`src/core/mfc_map.svh`:
```
`ifndef MFC_MAP_SVH
`define MFC_MAP_SVH

// register byte offsets
`define MFC_CTRL_OFS 8'h00
`define MFC_REDUCTION_OFS 8'h04
`define MFC_PANEL_REF_OFS 8'h08
`define MFC_R2_MIN_OFS 8'h0c
`define MFC_R2_MAX_OFS 8'h10
`define MFC_VERIFY_SPD_OFS 8'h14
`define MFC_WIN_START_OFS 8'h18
`define MFC_WIN_END_OFS 8'h1c
`define MFC_CMP_ANGLE_OFS 8'h20
`define MFC_THRESH_OFS 8'h24
`define MFC_RELEASE_OFS 8'h28
`define MFC_STATUS_OFS 8'h2c
`define MFC_ANGLE_OFS 8'h30
`define MFC_PEAK_OFS 8'h34
`define MFC_IRQ_STATUS_OFS 8'h38
`define MFC_IRQ_CLEAR_OFS 8'h3c
`define MFC_IRQ_ENABLE_OFS 8'h40

// control register fields
`define MFC_CTRL_CHECK_EN_BIT 0
`define MFC_CTRL_SRC_LSB 1
`define MFC_SRC_R1_REF_BIT 0
`define MFC_SRC_R2_REF_BIT 1
`define MFC_SRC_R2_START_BIT 2

// reduction in hundredths, speeds in tenths of a percent, angles in degrees, threshold in percent
`define MFC_REDUCTION_MIN 16'h0001
`define MFC_REDUCTION_MAX 16'h4e20
`define MFC_REDUCTION_RST 16'h1955
`define MFC_SPEED_MIN 16'h0001
`define MFC_SPEED_MAX 16'h03e8
`define MFC_PANEL_REF_RST 16'h0320
`define MFC_R2_MIN_RST 16'h012c
`define MFC_R2_MAX_RST 16'h03e8
`define MFC_VERIFY_MAX 16'h0064
`define MFC_VERIFY_RST 16'h0064
`define MFC_ANGLE_MIN 16'h0001
`define MFC_ANGLE_MAX 16'h005a
`define MFC_WIN_START_RST 16'h001e
`define MFC_WIN_END_RST 16'h003c
`define MFC_CMP_ANGLE_RST 16'h0050
`define MFC_THRESH_MIN 16'h0001
`define MFC_THRESH_MAX 16'h001e
`define MFC_THRESH_RST 16'h0014
`define MFC_RELEASE_MAX 16'h0167
`define MFC_RELEASE_RST 16'h00b4
`define MFC_CHECK_EN_RST 1'b1
`define MFC_SRC_RST 3'h0

// mill geometry
`define MFC_DEG_PER_TURN 9'h168
`define MFC_DEG_X100_PER_TURN 32'h00008ca0
`define MFC_ZERO_TOL 9'h002
`define MFC_PCT_SCALE 32'h00000064

// interrupt bits
`define MFC_IRQ_THAWED 0
`define MFC_IRQ_FROZEN 1
`define MFC_IRQ_PARKED 2
`define MFC_IRQ_RELEASED 3
`define MFC_IRQ_W 4

`endif

```
`src/core/mfc_pkg.sv`:
```
package mfc_pkg;
   typedef enum logic [2:0] {
      MFC_IDLE,
      MFC_CHECK,
      MFC_THAWED_RUN,
      MFC_RUN,
      MFC_REVERSE,
      MFC_PARKED
   } mfc_state_t;
endpackage

```
`src/core/mfc_angle.sv`:
```
`timescale 1ns/1ps
`include "mfc_map.svh"

// turns motor encoder steps into whole mill degrees, modulo one turn
module mfc_angle #(
   parameter int PULSES_PER_REV = 1024
)(
   input wire logic clock,
   input wire logic reset_n,
   input wire logic motor_step,
   input wire logic motor_step_rev,
   input wire logic [15:0] reduction,
   output logic [8:0] mill_angle
);
   logic [31:0] modulus;
   logic [31:0] frac;

   // one mill turn is pulses_per_rev * reduction / 100 motor steps; frac holds the part degree in units of 1/modulus
   assign modulus = 32'(PULSES_PER_REV) * {16'h0000, reduction};

   // one degree step per pulse at most, so this holds while modulus exceeds 36000
   always_ff @(posedge clock)
   begin
      if (!reset_n)
      begin
         frac <= 32'h0;
         mill_angle <= 9'h0;
      end
      else if (motor_step && !motor_step_rev)
      begin
         if (frac + `MFC_DEG_X100_PER_TURN >= modulus)
         begin
            frac <= frac + `MFC_DEG_X100_PER_TURN - modulus;
            mill_angle <= (mill_angle == `MFC_DEG_PER_TURN - 9'h1) ? 9'h0 : mill_angle + 9'h1;
         end
         else
            frac <= frac + `MFC_DEG_X100_PER_TURN;
      end
      else if (motor_step && motor_step_rev)
      begin
         if (frac >= `MFC_DEG_X100_PER_TURN)
            frac <= frac - `MFC_DEG_X100_PER_TURN;
         else
         begin
            frac <= frac + modulus - `MFC_DEG_X100_PER_TURN;
            mill_angle <= (mill_angle == 9'h0) ? `MFC_DEG_PER_TURN - 9'h1 : mill_angle - 9'h1;
         end
      end
   end
endmodule // mfc_angle

```
`src/core/mfc_start_seq.sv`:
```
// The placing of the registers and the APB interface to the registers were chosen for this implementation.
`timescale 1ns/1ps
`include "mfc_map.svh"

// What this block does
// Start the mill only when ready and a start command arrives.
// Overall reduction settable 0.01 to 200.00, default 64.85.
// Panel reference 0.1 to 100.0 percent, default 80.0, used in remote one.
// Selector bits pick remote-one reference, remote-two reference, remote-two start source.
// Remote-two reference clamped between minimum 30.0 and maximum 100.0 percent.
// With checking on, start runs at verification speed and holds it.
// Verification speed settable 0.1 to 10.0 percent, default 10.0.
// Track peak torque inside window 30 to 60 degrees, settable 1 to 90.
// At compare angle, peak minus present torque above threshold means thawed.
// Thawed: keep turning to release angle, then take operating reference.
// Frozen: reverse the motor and stop near zero degrees.
// Check enable bit defaults to one; zero disables the check.
// Compare angle settable 1 to 90 degrees, default 80.
// Torque reduction threshold settable 1 to 30 percent, default 20.
// Release angle settable 1 to 359 degrees, default 180.
// Mill angle is motor rotation over reduction, modulo 360 degrees.
module mfc_start_seq #(
   parameter int PULSES_PER_REV = 1024
)(
   input wire logic clock,
   input wire logic reset_n,
   input wire logic psel,
   input wire logic penable,
   input wire logic pwrite,
   input wire logic [7:0] paddr,
   input wire logic [31:0] pwdata,
   output logic [31:0] prdata,
   output logic pready,
   output logic pslverr,
   input wire logic drive_ready,
   input wire logic remote_mode_two,
   input wire logic start_panel,
   input wire logic start_fieldbus,
   input wire logic start_digital,
   input wire logic [15:0] analog_ref,
   input wire logic [15:0] fieldbus_ref,
   input wire logic [15:0] motor_torque,
   input wire logic motor_step,
   input wire logic motor_step_rev,
   output logic [15:0] speed_cmd,
   output logic run_fwd,
   output logic run_rev,
   output logic [8:0] mill_angle,
   output logic irq
);
   logic check_en;
   logic [2:0] src_sel;
   logic [15:0] reduction;
   logic [15:0] panel_ref;
   logic [15:0] r2_min;
   logic [15:0] r2_max;
   logic [15:0] verify_spd;
   logic [15:0] win_start;
   logic [15:0] win_end;
   logic [15:0] cmp_angle;
   logic [15:0] thresh;
   logic [15:0] release_angle;
   logic [`MFC_IRQ_W-1:0] irq_status;
   logic [`MFC_IRQ_W-1:0] irq_enable;
   logic [`MFC_IRQ_W-1:0] irq_event;
   logic [`MFC_IRQ_W-1:0] irq_clear;
   logic frozen_load_check_done;
   logic load_frozen;
   logic [15:0] peak_torque;
   logic start_req;
   logic start_req_d;
   logic [15:0] op_ref;
   logic [15:0] next_r2_ref;
   logic [31:0] torque_drop;
   logic [15:0] wdata16;
   logic wr_en;
   logic rd_en;
   logic mapped;
   logic [31:0] next_prdata;
   mfc_pkg::mfc_state_t state;

   // clamp a written setting into its legal range
   function automatic logic [15:0] clamp(input logic [15:0] v, input logic [15:0] lo, input logic [15:0] hi);
      begin
         clamp = (v < lo) ? lo : ((v > hi) ? hi : v);
      end
   endfunction

   // zero wait states: every access completes in its first access cycle
   assign pready = 1'b1;
   assign wdata16 = pwdata[15:0];
   assign wr_en = psel && penable && pwrite && mapped;
   assign rd_en = psel && !penable && !pwrite;
   assign pslverr = psel && penable && !mapped;
   assign irq_clear = (psel && penable && pwrite && paddr == `MFC_IRQ_CLEAR_OFS) ? pwdata[`MFC_IRQ_W-1:0] : '0;

   // address decode; status and clear are one-way registers
   always_comb
   begin
      mapped = 1'b1;
      if (paddr[1:0] != 2'b00)
         mapped = 1'b0;
      else if (paddr == `MFC_IRQ_CLEAR_OFS)
         mapped = pwrite;
      else if (paddr == `MFC_STATUS_OFS || paddr == `MFC_ANGLE_OFS || paddr == `MFC_PEAK_OFS
               || paddr == `MFC_IRQ_STATUS_OFS)
         mapped = !pwrite;
      else if (paddr > `MFC_IRQ_ENABLE_OFS)
         mapped = 1'b0;
   end

   // settings registers, written values clamped to their documented ranges
   always_ff @(posedge clock)
   begin
      if (!reset_n)
      begin
         check_en <= `MFC_CHECK_EN_RST;
         src_sel <= `MFC_SRC_RST;
         reduction <= `MFC_REDUCTION_RST;
         panel_ref <= `MFC_PANEL_REF_RST;
         r2_min <= `MFC_R2_MIN_RST;
         r2_max <= `MFC_R2_MAX_RST;
         verify_spd <= `MFC_VERIFY_RST;
         win_start <= `MFC_WIN_START_RST;
         win_end <= `MFC_WIN_END_RST;
         cmp_angle <= `MFC_CMP_ANGLE_RST;
         thresh <= `MFC_THRESH_RST;
         release_angle <= `MFC_RELEASE_RST;
         irq_enable <= '0;
      end
      else if (wr_en)
      begin
         if (paddr == `MFC_CTRL_OFS)
         begin
            check_en <= pwdata[`MFC_CTRL_CHECK_EN_BIT];
            src_sel <= pwdata[`MFC_CTRL_SRC_LSB +: 3];
         end
         else if (paddr == `MFC_REDUCTION_OFS)
            reduction <= clamp(wdata16, `MFC_REDUCTION_MIN, `MFC_REDUCTION_MAX);
         else if (paddr == `MFC_PANEL_REF_OFS)
            panel_ref <= clamp(wdata16, `MFC_SPEED_MIN, `MFC_SPEED_MAX);
         else if (paddr == `MFC_R2_MIN_OFS)
            r2_min <= clamp(wdata16, `MFC_SPEED_MIN, `MFC_SPEED_MAX);
         else if (paddr == `MFC_R2_MAX_OFS)
            r2_max <= clamp(wdata16, `MFC_SPEED_MIN, `MFC_SPEED_MAX);
         else if (paddr == `MFC_VERIFY_SPD_OFS)
            verify_spd <= clamp(wdata16, `MFC_SPEED_MIN, `MFC_VERIFY_MAX);
         else if (paddr == `MFC_WIN_START_OFS)
            win_start <= clamp(wdata16, `MFC_ANGLE_MIN, `MFC_ANGLE_MAX);
         else if (paddr == `MFC_WIN_END_OFS)
            win_end <= clamp(wdata16, `MFC_ANGLE_MIN, `MFC_ANGLE_MAX);
         else if (paddr == `MFC_CMP_ANGLE_OFS)
            cmp_angle <= clamp(wdata16, `MFC_ANGLE_MIN, `MFC_ANGLE_MAX);
         else if (paddr == `MFC_THRESH_OFS)
            thresh <= clamp(wdata16, `MFC_THRESH_MIN, `MFC_THRESH_MAX);
         else if (paddr == `MFC_RELEASE_OFS)
            release_angle <= clamp(wdata16, `MFC_ANGLE_MIN, `MFC_RELEASE_MAX);
         else if (paddr == `MFC_IRQ_ENABLE_OFS)
            irq_enable <= pwdata[`MFC_IRQ_W-1:0];
      end
   end

   // read mux, latched in the setup cycle so prdata is a flop in the access cycle
   always_comb
   begin
      next_prdata = 32'h0;
      if (paddr == `MFC_CTRL_OFS)
         next_prdata = {28'h0, src_sel, check_en};
      else if (paddr == `MFC_REDUCTION_OFS)
         next_prdata = {16'h0, reduction};
      else if (paddr == `MFC_PANEL_REF_OFS)
         next_prdata = {16'h0, panel_ref};
      else if (paddr == `MFC_R2_MIN_OFS)
         next_prdata = {16'h0, r2_min};
      else if (paddr == `MFC_R2_MAX_OFS)
         next_prdata = {16'h0, r2_max};
      else if (paddr == `MFC_VERIFY_SPD_OFS)
         next_prdata = {16'h0, verify_spd};
      else if (paddr == `MFC_WIN_START_OFS)
         next_prdata = {16'h0, win_start};
      else if (paddr == `MFC_WIN_END_OFS)
         next_prdata = {16'h0, win_end};
      else if (paddr == `MFC_CMP_ANGLE_OFS)
         next_prdata = {16'h0, cmp_angle};
      else if (paddr == `MFC_THRESH_OFS)
         next_prdata = {16'h0, thresh};
      else if (paddr == `MFC_RELEASE_OFS)
         next_prdata = {16'h0, release_angle};
      else if (paddr == `MFC_STATUS_OFS)
         next_prdata = {26'h0, load_frozen, frozen_load_check_done, 1'b0, state};
      else if (paddr == `MFC_ANGLE_OFS)
         next_prdata = {23'h0, mill_angle};
      else if (paddr == `MFC_PEAK_OFS)
         next_prdata = {16'h0, peak_torque};
      else if (paddr == `MFC_IRQ_STATUS_OFS)
         next_prdata = {28'h0, irq_status};
      else if (paddr == `MFC_IRQ_ENABLE_OFS)
         next_prdata = {28'h0, irq_enable};
   end

   always_ff @(posedge clock)
   begin
      if (!reset_n)
         prdata <= 32'h0;
      else if (rd_en)
         prdata <= next_prdata;
   end

   // sticky events; a new event in the clearing cycle survives the clear
   always_ff @(posedge clock)
   begin
      if (!reset_n)
         irq_status <= '0;
      else
         irq_status <= (irq_status & ~irq_clear) | irq_event;
   end

   assign irq = |(irq_status & irq_enable);

   // mill angle from motor steps and the reduction setting
   mfc_angle #(
      .PULSES_PER_REV(PULSES_PER_REV)
   ) u_angle (
      .clock(clock),
      .reset_n(reset_n),
      .motor_step(motor_step),
      .motor_step_rev(motor_step_rev),
      .reduction(reduction),
      .mill_angle(mill_angle)
   );

   // start source: remote two may take its start from fieldbus or a digital input
   always_comb
   begin
      if (!remote_mode_two)
         start_req = start_panel;
      else if (src_sel[`MFC_SRC_R2_START_BIT])
         start_req = start_digital;
      else
         start_req = start_fieldbus;
   end

   // operating reference per mode; remote two clamped to its limits
   always_comb
   begin
      next_r2_ref = src_sel[`MFC_SRC_R2_REF_BIT] ? analog_ref : fieldbus_ref;
      if (next_r2_ref < r2_min)
         next_r2_ref = r2_min;
      else if (next_r2_ref > r2_max)
         next_r2_ref = r2_max;
      if (remote_mode_two)
         op_ref = next_r2_ref;
      else
         op_ref = src_sel[`MFC_SRC_R1_REF_BIT] ? analog_ref : panel_ref;
   end

   // drop against peak, both scaled so the threshold reads as a percentage of the peak
   assign torque_drop = (motor_torque < peak_torque) ? 32'(peak_torque - motor_torque) : 32'h0;

   always_ff @(posedge clock)
   begin
      if (!reset_n)
         start_req_d <= 1'b0;
      else
         start_req_d <= start_req;
   end

   // start sequencer; dropping the start request stops the mill from any state
   always_ff @(posedge clock)
   begin
      if (!reset_n)
      begin
         state <= mfc_pkg::MFC_IDLE;
         peak_torque <= 16'h0;
         frozen_load_check_done <= 1'b0;
         load_frozen <= 1'b0;
         irq_event <= '0;
      end
      else
      begin
         irq_event <= '0;
         if (!start_req && state != mfc_pkg::MFC_IDLE)
            state <= mfc_pkg::MFC_IDLE;
         else
         begin
            case (state)
               mfc_pkg::MFC_IDLE:
               begin
                  // edge of start only, so a held start cannot restart a parked mill
                  if (drive_ready && start_req && !start_req_d)
                  begin
                     peak_torque <= 16'h0;
                     frozen_load_check_done <= 1'b0;
                     load_frozen <= 1'b0;
                     state <= check_en ? mfc_pkg::MFC_CHECK : mfc_pkg::MFC_RUN;
                  end
               end
               mfc_pkg::MFC_CHECK:
               begin
                  if ({7'h0, mill_angle} >= win_start && {7'h0, mill_angle} <= win_end
                      && motor_torque > peak_torque)
                     peak_torque <= motor_torque;
                  if ({7'h0, mill_angle} == cmp_angle)
                  begin
                     frozen_load_check_done <= 1'b1;
                     if (torque_drop * `MFC_PCT_SCALE > {16'h0, peak_torque} * {16'h0, thresh})
                     begin
                        irq_event[`MFC_IRQ_THAWED] <= 1'b1;
                        state <= mfc_pkg::MFC_THAWED_RUN;
                     end
                     else
                     begin
                        load_frozen <= 1'b1;
                        irq_event[`MFC_IRQ_FROZEN] <= 1'b1;
                        state <= mfc_pkg::MFC_REVERSE;
                     end
                  end
               end
               mfc_pkg::MFC_THAWED_RUN:
               begin
                  if ({7'h0, mill_angle} >= release_angle)
                  begin
                     irq_event[`MFC_IRQ_RELEASED] <= 1'b1;
                     state <= mfc_pkg::MFC_RUN;
                  end
               end
               mfc_pkg::MFC_REVERSE:
               begin
                  if (mill_angle <= `MFC_ZERO_TOL)
                  begin
                     irq_event[`MFC_IRQ_PARKED] <= 1'b1;
                     state <= mfc_pkg::MFC_PARKED;
                  end
               end
               mfc_pkg::MFC_RUN:
               begin
               end
               mfc_pkg::MFC_PARKED:
               begin
               end
               default:
                  state <= mfc_pkg::MFC_IDLE;
            endcase
         end
      end
   end

   // motor commands follow the state; verification speed holds through check and reversal
   always_ff @(posedge clock)
   begin
      if (!reset_n)
      begin
         speed_cmd <= 16'h0;
         run_fwd <= 1'b0;
         run_rev <= 1'b0;
      end
      else
      begin
         run_fwd <= state == mfc_pkg::MFC_CHECK || state == mfc_pkg::MFC_THAWED_RUN
                    || state == mfc_pkg::MFC_RUN;
         run_rev <= state == mfc_pkg::MFC_REVERSE;
         if (state == mfc_pkg::MFC_RUN)
            speed_cmd <= op_ref;
         else if (state == mfc_pkg::MFC_CHECK || state == mfc_pkg::MFC_THAWED_RUN
                  || state == mfc_pkg::MFC_REVERSE)
            speed_cmd <= verify_spd;
         else
            speed_cmd <= 16'h0;
      end
   end
endmodule // mfc_start_seq

```
`config.mk`:
```
export PLATFORM = sky130hd
export DESIGN_NAME = mfc_start_seq
export DESIGN_NICKNAME = d
export VERILOG_FILES = /design/src/core/mfc_pkg.sv /design/src/core/mfc_angle.sv /design/src/core/mfc_start_seq.sv
export VERILOG_INCLUDE_DIRS = /design/src /design/src/core
export SDC_FILE = /design/constraint.sdc
export NUM_CORES = 2
export LEC_CHECK = 0
export BUFFER_PORTS_ARGS = -buffer_cell sky130_fd_sc_hd__buf_2
export CELL_PAD_IN_SITES_DETAIL_PLACEMENT = 1
export CELL_PAD_IN_SITES_GLOBAL_PLACEMENT = 1
export CORE_MARGIN = 10
export CORE_UTILIZATION = 43
export CTS_CLUSTER_SIZE = 20
export DETAILED_ROUTE_END_ITERATION = 6
export GPL_TIMING_DRIVEN = 0
export MAX_ROUTING_LAYER = met4
export PLACE_DENSITY_LB_ADDON = 0.1
export SLEW_MARGIN = 15
export SYNTH_ARGS = -nofsm -noshare
export SYNTH_HDL_FRONTEND = slang
export SYNTH_SLANG_ARGS = --single-unit
```
`constraint.sdc`:
```
create_clock -name clock -period 7.5 [get_ports clock]
set_input_delay 0.375 -clock clock [delete_from_list [all_inputs] [get_ports clock]]
set_output_delay 0.375 -clock clock [all_outputs]
set_load 0.005 [all_outputs]
```
=== Word-level counts from Yosys, hierarchy flattened ===
Cells that the tools add are included.

* Bits in registers: 289
* Input bits: 100
* Output and inout bits: 62
* Logic and storage cells: 239

* Add/subtract/negate cells: 8
* Multipliers: 2
* Order comparisons: 19
* Equal/unequal tests: 31
* Multiplexer cells: 73
* Bitwise gates (word level): 22
* Reductions and logical operators: 56

{| class="wikitable"
|+ Operators with widths
! kind !! number
|-
| $mux W16 || 35
|-
| $mux W32 || 5
|-
| $eq A8 B6 Y1 const B || 8
|-
| $sub A32 B16 Y32 const B || 2
|-
| $mux W9 || 6
|-
| $add A32 B16 Y32 const B || 1
|-
| $add A32 B26 Y32 || 1
|-
| $eq A8 B5 Y1 const B || 4
|-
| $ge A32 B16 Y1 const B || 1
|-
| $ge A32 B26 Y1 || 1
|-
| $ge A9 B16 Y1 || 2
|-
| $gt A16 B16 Y1 || 2
|-
| $gt A16 B7 Y1 const B || 2
|-
| $gt A32 B32 Y1 || 1
|-
| $lt A16 B16 Y1 || 2
|-
| $mul A16 B16 Y32 || 1
|-
| $mul A32 B5 Y30 const B || 1
|-
| $pmux W16 S2 || 1
|-
| $sub A32 B26 Y32 || 1
|-
| $not A1 Y1 || 18
|-
| $sub A16 B16 Y17 || 1
|-
| $eq A8 B4 Y1 const B || 2
|-
| $eq A9 B16 Y1 || 1
|-
| $gt A16 B10 Y1 const B || 1
|-
| other kinds (49) || 111
|}

=== Depth between registers and ports, before layout ===
* Depth in word-level cells: 17
* Depth in mapped cells: 40
* Mapped depth without buffers: 38

=== By module ===
Synthesis repeated with hierarchy kept, for this count alone.

* Cells, all modules: 3801
* Area total of the unflattened synthesis: 30540.5 um^2

{| class="wikitable"
|+ By module, submodules not included
! module !! times used !! cells an instance !! area each (um^2) !! seq. area each (um^2)
|-
| mfc_start_seq || 1 || 2905 || 24139.4 || 4644.5
|-
| mfc_angle || 1 || 896 || 6401.1 || 720.7
|}

=== Worst setup path before layout ===
No wires, ideal clock.

* Kind: reg2reg
* Start point: reg thresh[9]
* End point: reg state[2]
* Setup time: 0.096 ns
* Arrival time: 7.818 ns
* Required time: 7.404 ns
* Path slack: -0.414 ns
* Stages on the path, launching flop included: 33
* Path buffers: 3
* Period minus slack after synthesis: 7.914 ns
* Cell sequence: dfxtp_1 -> clkbuf_1 -> clkbuf_1 -> nand2_1 -> fa_1 -> inv_1 -> fa_1 -> fa_1 -> fa_1 -> fa_1 -> inv_1 -> fa_1 -> inv_1 -> ha_1 -> clkbuf_1 -> a21oi_1 -> o211ai_1 -> a22oi_1 -> nand3_1 -> o31ai_1 -> o21ai_0 -> o41a_1 -> a211o_1 -> a21oi_1 -> xor2_1 -> ha_1 -> a21o_1 -> a21oi_1 -> o21ai_0 -> a211oi_1 -> nor2_1 -> o21bai_1 -> nor4b_1

* Longest elaborated chain between the ends: 5

{| class="wikitable"
|+ RTL lines
! element !! RTL line !! text
|-
| from (decl) || mfc_start_seq.sv:61 || <nowiki>logic [15:0] thresh;</nowiki>
|-
| from (signal assigned) || mfc_start_seq.sv:127 || <nowiki>thresh <= `MFC_THRESH_RST;</nowiki>
|-
| from (signal assigned) || mfc_start_seq.sv:155 || <nowiki>thresh <= clamp(wdata16, `MFC_THRESH_MIN, `MFC_THRESH_MAX);</nowiki>
|-
| $mul A16 B16 Y32 || mfc_start_seq.sv:306 || <nowiki>if (torque_drop * `MFC_PCT_SCALE > {16'h0, peak_torque} * {16'h0, thresh})</nowiki>
|-
| $gt A32 B32 Y1 || mfc_start_seq.sv:306 ||
|-
| $mux W3 || mfc_start_seq.sv:306 ||
|-
| $mux W3 || mfc_start_seq.sv:303 || <nowiki>if ({7'h0, mill_angle} == cmp_angle)</nowiki>
|-
| $pmux W3 S5 || mfc_start_seq.sv:286 || <nowiki>case (state)</nowiki>
|-
| to (signal assigned) || mfc_start_seq.sv:283 || <nowiki>state <= mfc_pkg::MFC_IDLE;</nowiki>
|-
| to (signal assigned) || mfc_start_seq.sv:295 || <nowiki>state <= check_en ? mfc_pkg::MFC_CHECK : mfc_pkg::MFC_RUN;</nowiki>
|-
| to (signal assigned) || mfc_start_seq.sv:309 || <nowiki>state <= mfc_pkg::MFC_THAWED_RUN;</nowiki>
|-
| to (decl) || mfc_start_seq.sv:80 || <nowiki>mfc_pkg::mfc_state_t state;</nowiki>
|}

No other way between the ends. The select of a mux whose other input is x is not followed.
A chain may end at the register's enable or synchronous reset.

=== Worst setup path in the final report ===
* Start point: reg peak_torque[12]
* End point: reg state[1]

* Longest elaborated chain between the ends: 7
* Elaborated cells between the ends (all ways): 9
* Those cells by class: add/sub (1); mul (2); order compare (2); mux (4)

{| class="wikitable"
|+ RTL lines
! element !! RTL line !! text
|-
| from (decl) || mfc_start_seq.sv:69 || <nowiki>logic [15:0] peak_torque;</nowiki>
|-
| from (signal assigned) || mfc_start_seq.sv:302 || <nowiki>peak_torque <= motor_torque;</nowiki>
|-
| $sub A16 B16 Y17 / $lt A16 B16 Y1 (equally long branches) || mfc_start_seq.sv:258 || <nowiki>assign torque_drop = (motor_torque < peak_torque) ? 32'(peak_torque - motor_torque) : 32'h0;</nowiki>
|-
| $mux W32 || mfc_start_seq.sv:258 ||
|-
| $mul A32 B5 Y30 (no source line) || -- ||
|-
| $gt A32 B32 Y1 * || mfc_start_seq.sv:306 ||
|-
| $mux W3 * || mfc_start_seq.sv:306 ||
|-
| $mux W3 * || mfc_start_seq.sv:303 ||
|-
| $pmux W3 S5 * || mfc_start_seq.sv:286 ||
|}

Every way passes the cells marked *; elsewhere a longest branch is shown, timed or not. The select of a mux whose other input is x is not followed.

==> key figures <==
Drt
  • WL final: 123000 µm
  • DRC: 0
  • Via count: between 20000 and 30000
  • Avg Vias per Cell: 5.82
  • Max layer used: met4
  • Met1 WL: between 50000 and 60000 µm
  • DR iter-0 viols: slightly below 2000
  • DRT antenna net count: 0
  • Met2 Wirelength: around 58000 µm
  • DR pass1 iterations: 6
  • Routed length on met3: ~5800 µm
  • Mean routed wirelength per cell: 25.3 µm

Power and ir drop
  • Static leakage: approximately 16 nW
  • Cell Int Power: ~0.0030 W
  • Clock power share: between 30% and 40%
  • Logic pwr share: 35.1%
  • Psw: about 0.0018 W
  • PwrDens: approximately 140 mW/mm²
  • Max VDD drop: just under 0.0002 V
  • Overall Power: between 0.004 and 0.005 W
  • Sequential share of power: about a third
  • Net Sw Frac: ~38%

Clock network
  • Reg clk slew, reported paths: about 0.060 ns
  • Skew-Pair Late Insertion Delay: just over 0.6 ns
  • Root Driver: clkbuf_16
  • TritonCTS clock tree: done
  • CTS buffer count: 31
  • Hold-fix buffers, CTS: 0
  • H-Tree Depth: 1
  • TritonCTS Sinks: ~270
  • Clock tree buffer depth: 3

Logic synthesis
  • Main synth FF type: dfxtp_1
  • Largest area contributor in the netlist: dfxtp_1
  • FFs w/ async S/R, synth: 0%
  • Area contributors post-synth: dfxtp_1, fa_1, ha_1
  • Cells after Synth: ~3700
  • Syn Area/Cell: between 7 and 8 µm²
  • YS warnings: 0
  • Most instantiated library cell after synthesis: inv_1
  • Top cells by count, synth: inv_1, nand2_1, ha_1
  • Post-synth EDFFs: 0
  • Sequential area share after synthesis: 18.1%
  • Yosys top cell area share: 18.1%
  • Distinct cells, synth: between 90 and 100
  • Post-Synthesis Cell Area: 0.0296 mm²
  • Yosys reg bits: between 200 and 300

Timing
  • Worst setup margin: -0.395 ns
  • Period utilization: 105%
  • Slew margin rel.: roughly 17%
  • Count of final setup violators: 5
  • Fin Setup TNS: -1.46 ns
  • Max Fclk: between 0.1 and 0.15 GHz
  • RSZ-0062 raised after global routing: yes
  • Minimum clock period: between 7 and 8 ns
  • Worst Clk Skew: 0.0121 ns
  • Worst-margin pin slew: about 1.2 ns
  • Hold Fails Final Rpt: 0
  • Max Slew Vio Count: 0

Global routing
  • First-pass GRT wire length: 185000 µm
  • Initial antenna violation count: 2
  • Via count of the first global-routing pass: slightly below 30000
  • Grt ovf: 0
  • Total track usage: roughly 31%
  • Pin count of the biggest net entering global routing: 17

Worst setup path
  • Startpoint type of the worst setup path: flip-flop
  • Largest stage delay on the critical path: approximately 0.58 ns
  • Critical path class: reg2reg
  • CP endpoint kind: flip-flop
  • Slowest cell on the critical path: fa_1
  • Critical path's most frequent cell: fa_1
  • Flop2flop setup slack: -0.39 ns
  • Worst Setup SP: peak_torque[12]$_SDFFE_PN0P_
  • Worst-path fanout max: 6
  • Worst r2r src: peak_torque[12]$_SDFFE_PN0P_
  • Worst R2R End: state[1]$_SDFFE_PP0P_
  • CP required: ~8 ns
  • Worst reg2reg path depth: 32
  • Signal arrival time at the worst endpoint: 8.38 ns

Worst hold path
  • Worst Hold Launch: motor_torque[8]
  • Hold endpoint: peak_torque[8]$_SDFFE_PN0P_
  • Hold Crit Depth: 3
  • Worst hold path class: in2reg

Die
  • Full die area: 0.0798 mm²
  • Die Width: 283 µm
  • Core Rows: between 90 and 100
  • Number of I/O pins: ~160
  • CORE AREA: slightly below 0.07 mm²
  • Effective utilization at floorplan: between 40% and 50%
  • Die height: between 200 and 300 µm

Placed design
  • Post-DP Area: ~0.032 mm²
  • IO Port Bufs: 123
  • Gpl congestion: about 1
  • Place WS: -2.08 ns
  • Cells after DPL: between 4000 and 5000
  • Detailed placer's ending HPWL: ~94000 µm

Status
  • Failing checks: setup timing
  • Status: complete, but fails checks

Finish
  • Layout cell share with drive strength beyond 1: 13.0%
  • FILL cells: roughly 8400
  • Layout net count: 4620
  • Area grow syn2layout: 16.1%
  • Fin area: 0.0344 mm²
  • Finished Layout Cells: approximately 4900

Flow run
  • Max Cap Violations: 0
## area by class of cell
class                      instances  area [µm²]  share of cell area, %
buffer                           195        1540                   4.48
clock buffer                      41         863                   2.51
timing repair buffer             220        1410                   4.10
multi-input combinational       2789       22100                   64.2
sequential                       268        5450                   15.8
inverter                         471        1770                   5.14
tap                              882        1100                   3.21
clock inverter                    13         170                  0.494
antenna                            3        7.51                 0.0218
## cells by family after synthesis
group | synth area share [%]
multiplexers | 3.83
buffers and inverters | 8.84
flip-flops | 18.1
other | 0.0253
adder cells (fa/ha/maj) | 28.4
AND/OR/NAND/NOR | 19.9
AO/OA/AOI/OAI | 16.8
XOR/XNOR | 4.11
## power groups by stage
stage	combinational, W	sequential [W]	clock (W)
6_report	0.00170	0.00155	0.00161
5_1_grt	0.00186	0.00155	0.00168
4_1_cts	0.00168	0.00154	0.00162
3_5_place_dp	0.00165	0.00158	0
3_3_place_gp	0.00163	0.00158	0
2_1_floorplan	0.00117	0.00154	0
## flip-flops by register name, indices dropped and copies added (netlist names), 9 cells and up
register / count
u_angle.frac: 27
cmp_angle: 16
panel_ref: 16
peak_torque: 16
prdata: 16
r2_max: 16
r2_min: 16
reduction: 16
release_angle: 16
speed_cmd: 16
thresh: 16
verify_spd: 16
win_end: 16
win_start: 16
u_angle.mill_angle: 9
## critical path: cells and delay by family (launching register included)
family / cells / cell delay (ns)
AO/OA/AOI/OAI: 13 / 2.52
adder cells (fa/ha/maj): 8 / 3.68
XOR/XNOR: 1 / 0.19
flip-flops: 1 / 0.34
AND/OR/NAND/NOR: 4 / 0.35
buffers and inverters: 6 / 0.71
## worst max-delay path by stage
stage,endpoint,slack (ns),cells past startpoint
finish,state[1]$_SDFFE_PP0P_,-0.39,32
global route,state[2]$_SDFFE_PP0P_,-0.77,39
CTS,state[2]$_SDFFE_PP0P_,-0.37,32
detailed placement,state[1]$_SDFFE_PP0P_,-2.08,38
global placement,state[1]$_SDFFE_PP0P_,-1.95,38
floorplan,state[1]$_SDFFE_PP0P_,0.0003,32
## layout by cell type (no fill, tap or decap), types with 17 or more instances in the layout
master / n
inv_1: 460
o211ai_1: 50
mux2_2: 34
xor2_1: 44
buf_4: 104
ha_1: 321
a221oi_1: 22
dfxtp_1: 243
fa_1: 205
dfxtp_4: 20
xnor2_1: 95
o21a_1: 35
clkbuf_1: 103
and3_1: 78
a31oi_1: 28
nand4_1: 28
mux2i_1: 73
a211oi_1: 35
nand2b_1: 22
nor2b_1: 24
nor4_1: 18
nand2_1: 401
nor3_1: 64
clkbuf_16: 54
a21o_1: 52
o21ai_0: 116
nand3_1: 85
conb_1: 17
and2_1: 136
o221ai_1: 29
clkbuf_8: 22
nor2_1: 263
a21oi_1: 226
buf_2: 143
## repair_timing
action	CTS	global route
setup endpoints to repair	5	5
gates cloned	2	0
gates resized for setup	158	40
pin swaps	62	26
buffers inserted	83	10
## per-layer routing
layer | up-vias | track usage (%)
li1 | 13200 | -
met1 | 14100 | 37.2
met3 | 257 | 3.20
met4 | 0 | 17.1
met2 | 916 | 51.7
met5 | - | -
## stage by stage
stage	utilization (%)	hold slack [ns]
after detailed placement	46.4	0.438
after global placement	46.4	0.422
after global routing	50.3	0.0247
after floorplan	-	0.413
after CTS	50.0	0.0106
final	50.3	0.0285
Power figures use the tool's default switching activity.
